--- src/rtl/pfcpwm_pkg.sv ---
package pfcpwm_pkg;
    localparam int ADDR_W = 8;
    localparam int DATA_W = 32;
    localparam int CNT_W = 16;
    localparam int PRE_W = 10;
    localparam int NCH = 2;

    // Register byte offsets
    localparam logic [ADDR_W-1:0] OFS_CTRL = 8'h00;
    localparam logic [ADDR_W-1:0] OFS_COUNT = 8'h04;
    localparam logic [ADDR_W-1:0] OFS_CMPA = 8'h08;
    localparam logic [ADDR_W-1:0] OFS_CMPB = 8'h0c;
    localparam logic [ADDR_W-1:0] OFS_TOP = 8'h10;
    localparam logic [ADDR_W-1:0] OFS_FLAGS = 8'h14;
    localparam logic [ADDR_W-1:0] OFS_STATUS = 8'h18;

    // Control register layout
    localparam int CTRL_W = 16;
    localparam int CTRL_MODE_LSB = 0;
    localparam int CTRL_CS_LSB = 4;
    localparam int CTRL_COM_LSB = 8;
    localparam int CTRL_DIR_LSB = 12;
    localparam int CTRL_PEN_LSB = 14;
    localparam logic [CTRL_W-1:0] CTRL_RST = 16'h0000;

    // Flag register layout
    localparam int FLG_W = 4;
    localparam int FLG_OVF = 0;
    localparam int FLG_CAP = 1;
    localparam int FLG_CMP_LSB = 2;

    localparam int STS_DOWN = 0;
    localparam int STS_LVL_LSB = 1;

    localparam logic [3:0] MODE_CAPTOP = 4'h8;
    localparam logic [3:0] MODE_CMPTOP = 4'h9;
    localparam int MODE_TOPBIT = 3;

    localparam logic [1:0] COM_OFF = 2'h0;
    localparam logic [1:0] COM_TOGGLE = 2'h1;
    localparam logic [1:0] COM_NONINV = 2'h2;
    localparam logic [1:0] COM_INV = 2'h3;

    localparam logic [2:0] CS_STOP = 3'h0;
    localparam logic [2:0] CS_DIV1 = 3'h1;
    localparam logic [2:0] CS_DIV8 = 3'h2;
    localparam logic [2:0] CS_DIV64 = 3'h3;
    localparam logic [2:0] CS_DIV256 = 3'h4;
    localparam logic [2:0] CS_DIV1024 = 3'h5;
    localparam logic [PRE_W-1:0] MASK_DIV1 = 10'h000;
    localparam logic [PRE_W-1:0] MASK_DIV8 = 10'h007;
    localparam logic [PRE_W-1:0] MASK_DIV64 = 10'h03f;
    localparam logic [PRE_W-1:0] MASK_DIV256 = 10'h0ff;
    localparam logic [PRE_W-1:0] MASK_DIV1024 = 10'h3ff;

    localparam logic [CNT_W-1:0] CNT_BOTTOM = 16'h0000;
    localparam logic [CNT_W-1:0] CNT_ONE = 16'h0001;

    localparam logic [1:0] RESP_OKAY = 2'h0;
    localparam logic [1:0] RESP_SLVERR = 2'h2;

    typedef enum logic {DIR_UP, DIR_DOWN} pfcpwm_dir_t;
endpackage

--- src/rtl/pfcpwm_presc.sv ---
`timescale 1ns/1ps
module pfcpwm_presc
    import pfcpwm_pkg::*;
(
    // Clock and reset
    input wire logic aclk,
    input wire logic aresetn,
    // Select and tick
    input wire logic [2:0] clk_sel,
    output logic tick
);
    logic [PRE_W-1:0] cnt;
    logic [PRE_W-1:0] next_cnt;
    logic [PRE_W-1:0] mask;
    logic next_tick;

    always_comb begin
        case (clk_sel)
            CS_DIV1: mask = MASK_DIV1;
            CS_DIV8: mask = MASK_DIV8;
            CS_DIV64: mask = MASK_DIV64;
            CS_DIV256: mask = MASK_DIV256;
            CS_DIV1024: mask = MASK_DIV1024;
            default: mask = MASK_DIV1;
        endcase
        // Stopped or unused codes give no tick at all
        if (clk_sel == CS_STOP || clk_sel > CS_DIV1024) begin
            next_cnt = '0;
            next_tick = 1'b0;
        end else begin
            next_cnt = cnt + 1'b1;
            next_tick = ((cnt & mask) == mask);
        end
    end

    always_ff @(posedge aclk) begin
        if (!aresetn) begin
            cnt <= '0;
            tick <= 1'b0;
        end else begin
            cnt <= next_cnt;
            tick <= next_tick;
        end
    end
endmodule

--- src/rtl/pfcpwm_chan.sv ---
`timescale 1ns/1ps
module pfcpwm_chan
    import pfcpwm_pkg::*;
(
    // Clock and reset
    input wire logic aclk,
    input wire logic aresetn,
    // Compare event
    input wire logic match,
    input wire logic eff_down,
    // Configuration
    input wire logic [1:0] act_sel,
    input wire logic toggle_ok,
    // Waveform level
    output logic level
);
    logic next_level;

    always_comb begin
        next_level = level;
        if (match) begin
            case (act_sel)
                COM_NONINV: next_level = eff_down;
                COM_INV: next_level = !eff_down;
                COM_TOGGLE: begin
                    if (toggle_ok) begin
                        next_level = !level;
                    end
                end
                default: next_level = level;
            endcase
        end
    end

    always_ff @(posedge aclk) begin
        if (!aresetn) begin
            level <= 1'b0;
        end else begin
            level <= next_level;
        end
    end
endmodule

--- src/rtl/pfcpwm_top.sv ---
// The AXI4-Lite register port and the placing of the registers were chosen for this implementation.
`timescale 1ns/1ps
module pfcpwm_top
    import pfcpwm_pkg::*;
(
    // Clock and reset
    input wire logic aclk,
    input wire logic aresetn,
    // AXI4-Lite write address
    input wire logic awvalid,
    output logic awready,
    input wire logic [pfcpwm_pkg::ADDR_W-1:0] awaddr,
    input wire logic [2:0] awprot,
    // AXI4-Lite write data
    input wire logic wvalid,
    output logic wready,
    input wire logic [pfcpwm_pkg::DATA_W-1:0] wdata,
    input wire logic [3:0] wstrb,
    // AXI4-Lite write response
    output logic bvalid,
    input wire logic bready,
    output logic [1:0] bresp,
    // AXI4-Lite read address
    input wire logic arvalid,
    output logic arready,
    input wire logic [pfcpwm_pkg::ADDR_W-1:0] araddr,
    input wire logic [2:0] arprot,
    // AXI4-Lite read data
    output logic rvalid,
    input wire logic rready,
    output logic [pfcpwm_pkg::DATA_W-1:0] rdata,
    output logic [1:0] rresp,
    // Compare output pins
    output logic out_a,
    output logic oe_a,
    output logic out_b,
    output logic oe_b
);
    import pfcpwm_pkg::*;

    logic aw_held, w_held, next_aw_held, next_w_held;
    logic next_awready, next_wready, next_bvalid, next_arready, next_rvalid;
    logic [1:0] next_bresp, next_rresp;
    logic [DATA_W-1:0] next_rdata;
    logic [ADDR_W-1:0] wr_addr, next_wr_addr;
    logic [DATA_W-1:0] wr_data, next_wr_data;
    logic [3:0] wr_strb, next_wr_strb;
    logic [CTRL_W-1:0] ctrl, next_ctrl;
    logic [CNT_W-1:0] buf_q [NCH];
    logic [CNT_W-1:0] next_buf [NCH];
    logic [CNT_W-1:0] top_cap, next_top_cap;
    logic [FLG_W-1:0] flags, next_flags, flag_set, flag_clr;

    logic [CNT_W-1:0] cnt, next_cnt, top;
    logic [CNT_W-1:0] ocr [NCH];
    logic [CNT_W-1:0] next_ocr [NCH];
    pfcpwm_dir_t dir, next_dir;
    logic tick, run, at_top, at_bottom, eff_down, ev_ovf, ev_top;
    logic [NCH-1:0] match, level, drive, next_oe;
    logic [3:0] mode;
    logic [2:0] clk_sel;
    logic [2*NCH-1:0] com;
    logic [NCH-1:0] pin_dir, pin_en;

    assign mode = ctrl[CTRL_MODE_LSB +: 4];
    assign clk_sel = ctrl[CTRL_CS_LSB +: 3];
    assign com = ctrl[CTRL_COM_LSB +: 2*NCH];
    assign pin_dir = ctrl[CTRL_DIR_LSB +: NCH];
    assign pin_en = ctrl[CTRL_PEN_LSB +: NCH];

    function automatic logic [CNT_W-1:0] merge16(
        input logic [CNT_W-1:0] old,
        input logic [DATA_W-1:0] data,
        input logic [3:0] strb
    );
        logic [CNT_W-1:0] res;
        res = old;
        if (strb[0]) begin
            res[7:0] = data[7:0];
        end
        if (strb[1]) begin
            res[15:8] = data[15:8];
        end
        return res;
    endfunction

    // Timer tick source, used purely as an enable
    pfcpwm_presc u_presc (
        .aclk(aclk),
        .aresetn(aresetn),
        .clk_sel(clk_sel),
        .tick(tick)
    );

    // Counter, direction and double-buffered compare values
    always_comb begin
        run = (mode == MODE_CAPTOP) || (mode == MODE_CMPTOP);
        top = (mode == MODE_CMPTOP) ? ocr[0] : top_cap;
        at_bottom = (cnt == CNT_BOTTOM);
        // A lowered TOP below the count still turns the counter round
        at_top = (cnt >= top);
        // Matches at the turning points take the slope that follows them
        if (at_top) begin
            eff_down = 1'b1;
        end else if (at_bottom) begin
            eff_down = 1'b0;
        end else begin
            eff_down = (dir == DIR_DOWN);
        end
        next_cnt = cnt;
        next_dir = dir;
        next_ocr = ocr;
        if (!run) begin
            // Idle: parked at BOTTOM, buffers pass straight through
            next_cnt = CNT_BOTTOM;
            next_dir = DIR_UP;
            next_ocr = buf_q;
        end else if (tick) begin
            if (at_bottom) begin
                next_ocr = buf_q;
            end
            if (dir == DIR_UP) begin
                if (at_top) begin
                    next_dir = DIR_DOWN;
                    next_cnt = cnt - CNT_ONE;
                end else begin
                    next_cnt = cnt + CNT_ONE;
                end
            end else begin
                if (at_bottom) begin
                    next_dir = DIR_UP;
                    next_cnt = cnt + CNT_ONE;
                end else begin
                    next_cnt = cnt - CNT_ONE;
                end
            end
        end
        ev_ovf = run && tick && at_bottom;
        ev_top = run && tick && at_top;
    end

    always_ff @(posedge aclk) begin
        if (!aresetn) begin
            cnt <= CNT_BOTTOM;
            dir <= DIR_UP;
            ocr <= '{default: CNT_BOTTOM};
        end else begin
            cnt <= next_cnt;
            dir <= next_dir;
            ocr <= next_ocr;
        end
    end

    // Per-channel compare and waveform
    genvar ch;
    generate
        for (ch = 0; ch < NCH; ch++) begin : g_ch
            assign match[ch] = run && tick && (cnt == ocr[ch]);
            // Only channel A may toggle; B leaves it reserved and idle
            pfcpwm_chan u_chan (
                .aclk(aclk),
                .aresetn(aresetn),
                .match(match[ch]),
                .eff_down(eff_down),
                .act_sel(com[2*ch +: 2]),
                .toggle_ok((ch == 0) && mode[MODE_TOPBIT]),
                .level(level[ch])
            );
            // Any action but off, toggle on B, or toggle without top bit
            assign drive[ch] = (com[2*ch +: 2] == COM_NONINV) ||
                (com[2*ch +: 2] == COM_INV) ||
                ((com[2*ch +: 2] == COM_TOGGLE) && (ch == 0) &&
                 mode[MODE_TOPBIT]);
            assign next_oe[ch] = drive[ch] && pin_dir[ch] &&
                pin_en[ch];
        end
    endgenerate

    always_ff @(posedge aclk) begin
        if (!aresetn) begin
            out_a <= 1'b0;
            out_b <= 1'b0;
            oe_a <= 1'b0;
            oe_b <= 1'b0;
        end else begin
            out_a <= level[0];
            out_b <= level[1];
            oe_a <= next_oe[0];
            oe_b <= next_oe[1];
        end
    end

    // Event flags
    always_comb begin
        flag_set = '0;
        flag_set[FLG_OVF] = ev_ovf;
        flag_set[FLG_CAP] = ev_top && (mode == MODE_CAPTOP);
        flag_set[FLG_CMP_LSB +: NCH] = match;
        if (ev_top && (mode == MODE_CMPTOP)) begin
            flag_set[FLG_CMP_LSB] = 1'b1;
        end
    end

    // Register bus
    always_comb begin
        next_aw_held = aw_held;
        next_w_held = w_held;
        next_wr_addr = wr_addr;
        next_wr_data = wr_data;
        next_wr_strb = wr_strb;
        next_bvalid = bvalid;
        next_bresp = bresp;
        next_rvalid = rvalid;
        next_rdata = rdata;
        next_rresp = rresp;
        next_ctrl = ctrl;
        next_buf = buf_q;
        next_top_cap = top_cap;
        flag_clr = '0;
        if (awvalid && awready) begin
            next_aw_held = 1'b1;
            next_wr_addr = awaddr;
        end
        if (wvalid && wready) begin
            next_w_held = 1'b1;
            next_wr_data = wdata;
            next_wr_strb = wstrb;
        end
        if (bvalid && bready) begin
            next_bvalid = 1'b0;
        end
        if (aw_held && w_held && !bvalid) begin
            next_aw_held = 1'b0;
            next_w_held = 1'b0;
            next_bvalid = 1'b1;
            next_bresp = RESP_OKAY;
            case (wr_addr)
                OFS_CTRL: next_ctrl = merge16(ctrl, wr_data, wr_strb);
                OFS_CMPA: next_buf[0] = merge16(buf_q[0], wr_data, wr_strb);
                OFS_CMPB: next_buf[1] = merge16(buf_q[1], wr_data, wr_strb);
                OFS_TOP: next_top_cap = merge16(top_cap, wr_data, wr_strb);
                OFS_FLAGS: begin
                    if (wr_strb[0]) begin
                        flag_clr = wr_data[FLG_W-1:0];
                    end
                end
                OFS_COUNT, OFS_STATUS: next_bresp = RESP_OKAY;
                default: next_bresp = RESP_SLVERR;
            endcase
        end
        // An event in the clearing cycle survives the clear
        next_flags = (flags & ~flag_clr) | flag_set;
        if (rvalid && rready) begin
            next_rvalid = 1'b0;
        end
        if (arvalid && arready) begin
            next_rvalid = 1'b1;
            next_rresp = RESP_OKAY;
            next_rdata = '0;
            case (araddr)
                OFS_CTRL: next_rdata[CTRL_W-1:0] = ctrl;
                OFS_COUNT: next_rdata[CNT_W-1:0] = cnt;
                OFS_CMPA: next_rdata[CNT_W-1:0] = buf_q[0];
                OFS_CMPB: next_rdata[CNT_W-1:0] = buf_q[1];
                OFS_TOP: next_rdata[CNT_W-1:0] = top_cap;
                OFS_FLAGS: next_rdata[FLG_W-1:0] = flags;
                OFS_STATUS: begin
                    next_rdata[STS_DOWN] = (dir == DIR_DOWN);
                    next_rdata[STS_LVL_LSB +: NCH] = level;
                end
                default: next_rresp = RESP_SLVERR;
            endcase
        end
        next_awready = !next_aw_held && !next_bvalid;
        next_wready = !next_w_held && !next_bvalid;
        next_arready = !next_rvalid;
    end

    always_ff @(posedge aclk) begin
        if (!aresetn) begin
            aw_held <= 1'b0;
            w_held <= 1'b0;
            wr_addr <= '0;
            wr_data <= '0;
            wr_strb <= '0;
            awready <= 1'b0;
            wready <= 1'b0;
            bvalid <= 1'b0;
            bresp <= RESP_OKAY;
            arready <= 1'b0;
            rvalid <= 1'b0;
            rdata <= '0;
            rresp <= RESP_OKAY;
            ctrl <= CTRL_RST;
            buf_q <= '{default: CNT_BOTTOM};
            top_cap <= CNT_BOTTOM;
            flags <= '0;
        end else begin
            aw_held <= next_aw_held;
            w_held <= next_w_held;
            wr_addr <= next_wr_addr;
            wr_data <= next_wr_data;
            wr_strb <= next_wr_strb;
            awready <= next_awready;
            wready <= next_wready;
            bvalid <= next_bvalid;
            bresp <= next_bresp;
            arready <= next_arready;
            rvalid <= next_rvalid;
            rdata <= next_rdata;
            rresp <= next_rresp;
            ctrl <= next_ctrl;
            buf_q <= next_buf;
            top_cap <= next_top_cap;
            flags <= next_flags;
        end
    end
endmodule

--- config.mk ---
export PLATFORM = sky130hd
export DESIGN_NAME = pfcpwm_top
export DESIGN_NICKNAME = d
export VERILOG_FILES = /design/src/rtl/pfcpwm_pkg.sv /design/src/rtl/pfcpwm_presc.sv /design/src/rtl/pfcpwm_chan.sv /design/src/rtl/pfcpwm_top.sv
export SDC_FILE = /design/constraint.sdc
export NUM_CORES = 1
export LEC_CHECK = 0
export BUFFER_PORTS_ARGS = -buffer_cell sky130_fd_sc_hd__buf_2
export CAP_MARGIN = 0
export CORE_AREA = 8 8 152 154
export CTS_CLUSTER_DIAMETER = 100
export DETAILED_ROUTE_END_ITERATION = 10
export DIE_AREA = 0 0 160 162
export GPL_ROUTABILITY_DRIVEN = 0
export HOLD_SLACK_MARGIN = 0.12
export SLEW_MARGIN = 20
export SYNTH_ARGS = -nofsm -noshare
export SYNTH_HDL_FRONTEND = slang
export SYNTH_SLANG_ARGS = --single-unit
--- constraint.sdc ---
create_clock -name aclk -period 5.4 [get_ports aclk]
set_input_delay 1.08 -clock aclk [delete_from_list [all_inputs] [get_ports aclk]]
set_output_delay 1.08 -clock aclk [all_outputs]
set_load 0.005 [all_outputs]
==> out/metrics.cfg <==
[status]
status = complete, no violations

[sta]
tightest_slew_ps = 1190
drv_slew = 0
relSlewSlack_pct = 20.7
post-route-period-util_pct = 82.0
period_minus_slack_ps = 4430
setup_viol = 0
fin_ws_ps = 974
hold_viol = 0
finalClockSkew_ps = 10.8
fmax_mhz = 226
tns_ps = 0
rsz0062_at_grt = no

[pwr]
p_leak_nw = 3.87
vdd_drop_max_v = 0.000223
total_power_w = 0.00270
p_per_area_nw_per_um2 = 274

[clocking]
postCtsSetupBuffers = 0
cts.repair.resized = 0
postCtsHoldBufs = 0
clock_latency_ps = 430
cts_sinks = 185
cts_root_buffer = clkbuf_16
path_clk_slew_ps = 70
cts_htree_levels = 4
clk_path_buf_depth = 2
cts_buffers = 17
cts_tree = done

[drt]
via_per_inst = 5.43
wl_per_cell_um = 18.1
vias = 7366
first_iter_violations = 502
route.detailed.drc = 0
ant_nets = 0
wirelength_mm = 24.5
firstDrtPassIters = 5

[critical_path]
end_kind = register
cp-start-kind = register
cp_slowest_stage_delay_ps = 680
ff2ff_setup_slack_ps = 970
path_max_fanout = 26
path_class = register to register
worstPathArrival_ps = 4740
path_cells = nor3b_1, and2_1, buf_4, mux2i_1, ha_1, nand2_1, nor3_1, or4b_2, nand4_1, buf_4, and2_1, a31oi_1, mux2i_1
crit_required_ps = 5710
slowest_stage = and2_1

[global_routing]
grt_start_max_net_pins = 64
antenna_found_initial = 0
grt_usage_pct = 19.0
grt_pass1_wl_mm = 39.4
overflow = 0
grt_pass1_vias = 7140

[floorplan]
die_w_um = 160
core_um2 = 20700
die_h_um = 162
ios = 110
fp-row-count = 53
start_util_pct = 43.0
die-area_um2 = 25900

[finish]
n_fill_cell = 2068
synthToLayoutAreaGrowth_pct = 10.5
fin_area_um2 = 9830
regArea_um2 = 3700
multi_input_area_um2 = 4800
nets = 1155
antenna-diode-count = 0
drive_above_1_share_pct = 11.6
instances_no_fill = 1357

[yosys]
yosysSeqAreaShare_pct = 41.6
yosysTopAreaCell = dfxtp_1
synth_flop_cell = dfxtp_1
yosys_warnings = 0
synth_seq_cells = 185
synth_cell_types = 63
synth.most_common_cell = dfxtp_1
synth_top_cell_area_share_pct = 41.6
netlist_instances = 1049
synth_area_um2 = 8900
syn_area_per_cell_um2 = 8.48
synthArstFlopShare_pct = 0
ys_top_cells_by_count = dfxtp_1, nand2_1, nor2_1
synth_edf_count = 0
ys_top_cells_by_area = dfxtp_1, mux2i_1, nand2_1

[min_path]
min_path_type = register to register

[placement]
placed_cells = 1327
hpwl_mm = 17.3
dpl_cell_area_um2 = 9290
io_buffer_count = 67
place_ws_ps = 1050

[job]
maxCapViolations = 0

[stage by stage]
step,utilization (%),hold slack [ps]
after CTS,47.5,445
after floorplan,-,413
final,47.5,444
after global placement,44.9,425
after detailed placement,44.9,435
after global routing,47.5,490
[layout make-up]
class	count	share of cell area [%]
Clock buffer	17	4.33
Tap cell	275	3.50
Inverter	9	0.356
Clock inverter	13	1.18
Sequential cell	185	37.7
Multi-Input combinational cell	782	48.9
Timing Repair Buffer	76	4.10
[worst max-delay path, delay by kind of cell (launching register included)]
kind | cells | cell delay [ps]
AOI/OAI and AO/OA | 1 | 120
buffers and inverters | 2 | 570
muxes | 2 | 400
DFF | 1 | 460
adders and majority gates | 1 | 170
and+or+nand+nor | 7 | 2580
[path summary, 6_finish.rpt]
check	from	end	depth (start not counted)
worst max-delay path	ctrl[3]	cnt[2]	13
worst min-delay path	u_presc.cnt[0]	u_presc.cnt[0]	1
worst max register to register	ctrl[3]	cnt[2]	13
worst min register to register	u_presc.cnt[0]	u_presc.cnt[0]	1
[power breakdown]
group          internal (W)  total (W)  switching (W)
logic             0.0000392   0.000110      0.0000706
clock network      0.000602    0.00118       0.000579
registers           0.00138    0.00140      0.0000211
total               0.00202    0.00270       0.000671
[cell usage in the layout, fill, tap and decap left out, types with 4 or more instances in the layout]
| cell | netlist | layout |
|---|---|---|
| a21boi_0 | 25 | 25 |
| a21oi_1 | 83 | 83 |
| a221oi_1 | 12 | 12 |
| a22oi_1 | 19 | 19 |
| a31oi_1 | 4 | 4 |
| and2_1 | 11 | 11 |
| and3_1 | 17 | 17 |
| and4_1 | 6 | 6 |
| buf_2 | 7 | 67 |
| buf_4 | 19 | 9 |
| clkbuf_16 | 0 | 17 |
| clkinv_2 | 0 | 4 |
| conb_1 | 1 | 18 |
| dfxtp_1 | 185 | 185 |
| ha_1 | 19 | 19 |
| inv_1 | 8 | 8 |
| inv_6 | 0 | 5 |
| mux2i_1 | 79 | 79 |
| nand2_1 | 156 | 156 |
| nand2b_1 | 7 | 7 |
| nand3_1 | 30 | 30 |
| nand4_1 | 17 | 17 |
| nor2_1 | 115 | 115 |
| nor2b_1 | 6 | 6 |
| nor3_1 | 20 | 19 |
| nor3b_1 | 4 | 4 |
| nor4_1 | 6 | 6 |
| o21a_1 | 7 | 7 |
| o21ai_0 | 26 | 26 |
| xnor2_1 | 30 | 30 |
| xor2_1 | 14 | 14 |
[sequential cells by signal, summed over array words and instances (netlist names), 2 cells and up]
signal,count
buf_q,32
cnt,16
ctrl,16
flags,4
g_ch.u_chan.level,2
ocr,32
rdata,16
top_cap,16
u_presc.cnt,10
wr_addr,8
wr_data,16
wr_strb,2
[layer usage]
metal  share of wire, %  routed length [um]  track usage [%]  vias to the layer above
met5                  0                   0                0                        -
met4                3.0                 730             8.07                        0
met3                3.8                 943             3.32                       49
met2                 46               11200             30.2                      174
met1                 47               11600             25.2                     3457
li1                   -                   -                -                     3686
[kinds of logic (layout without fill, tap and decap cells)]
group,after synthesis,after routing,share of synthesized area (%)
compound gates,203,203,14.6
xor+xnor,44,44,4.33
fa+ha+maj,19,19,2.67
buf+inv,99,115,5.24
flops,185,185,41.6
mux,83,83,9.52
other cells,1,18,0.0421
simple gates,415,415,22.0
Power figures use the tool's default switching activity.
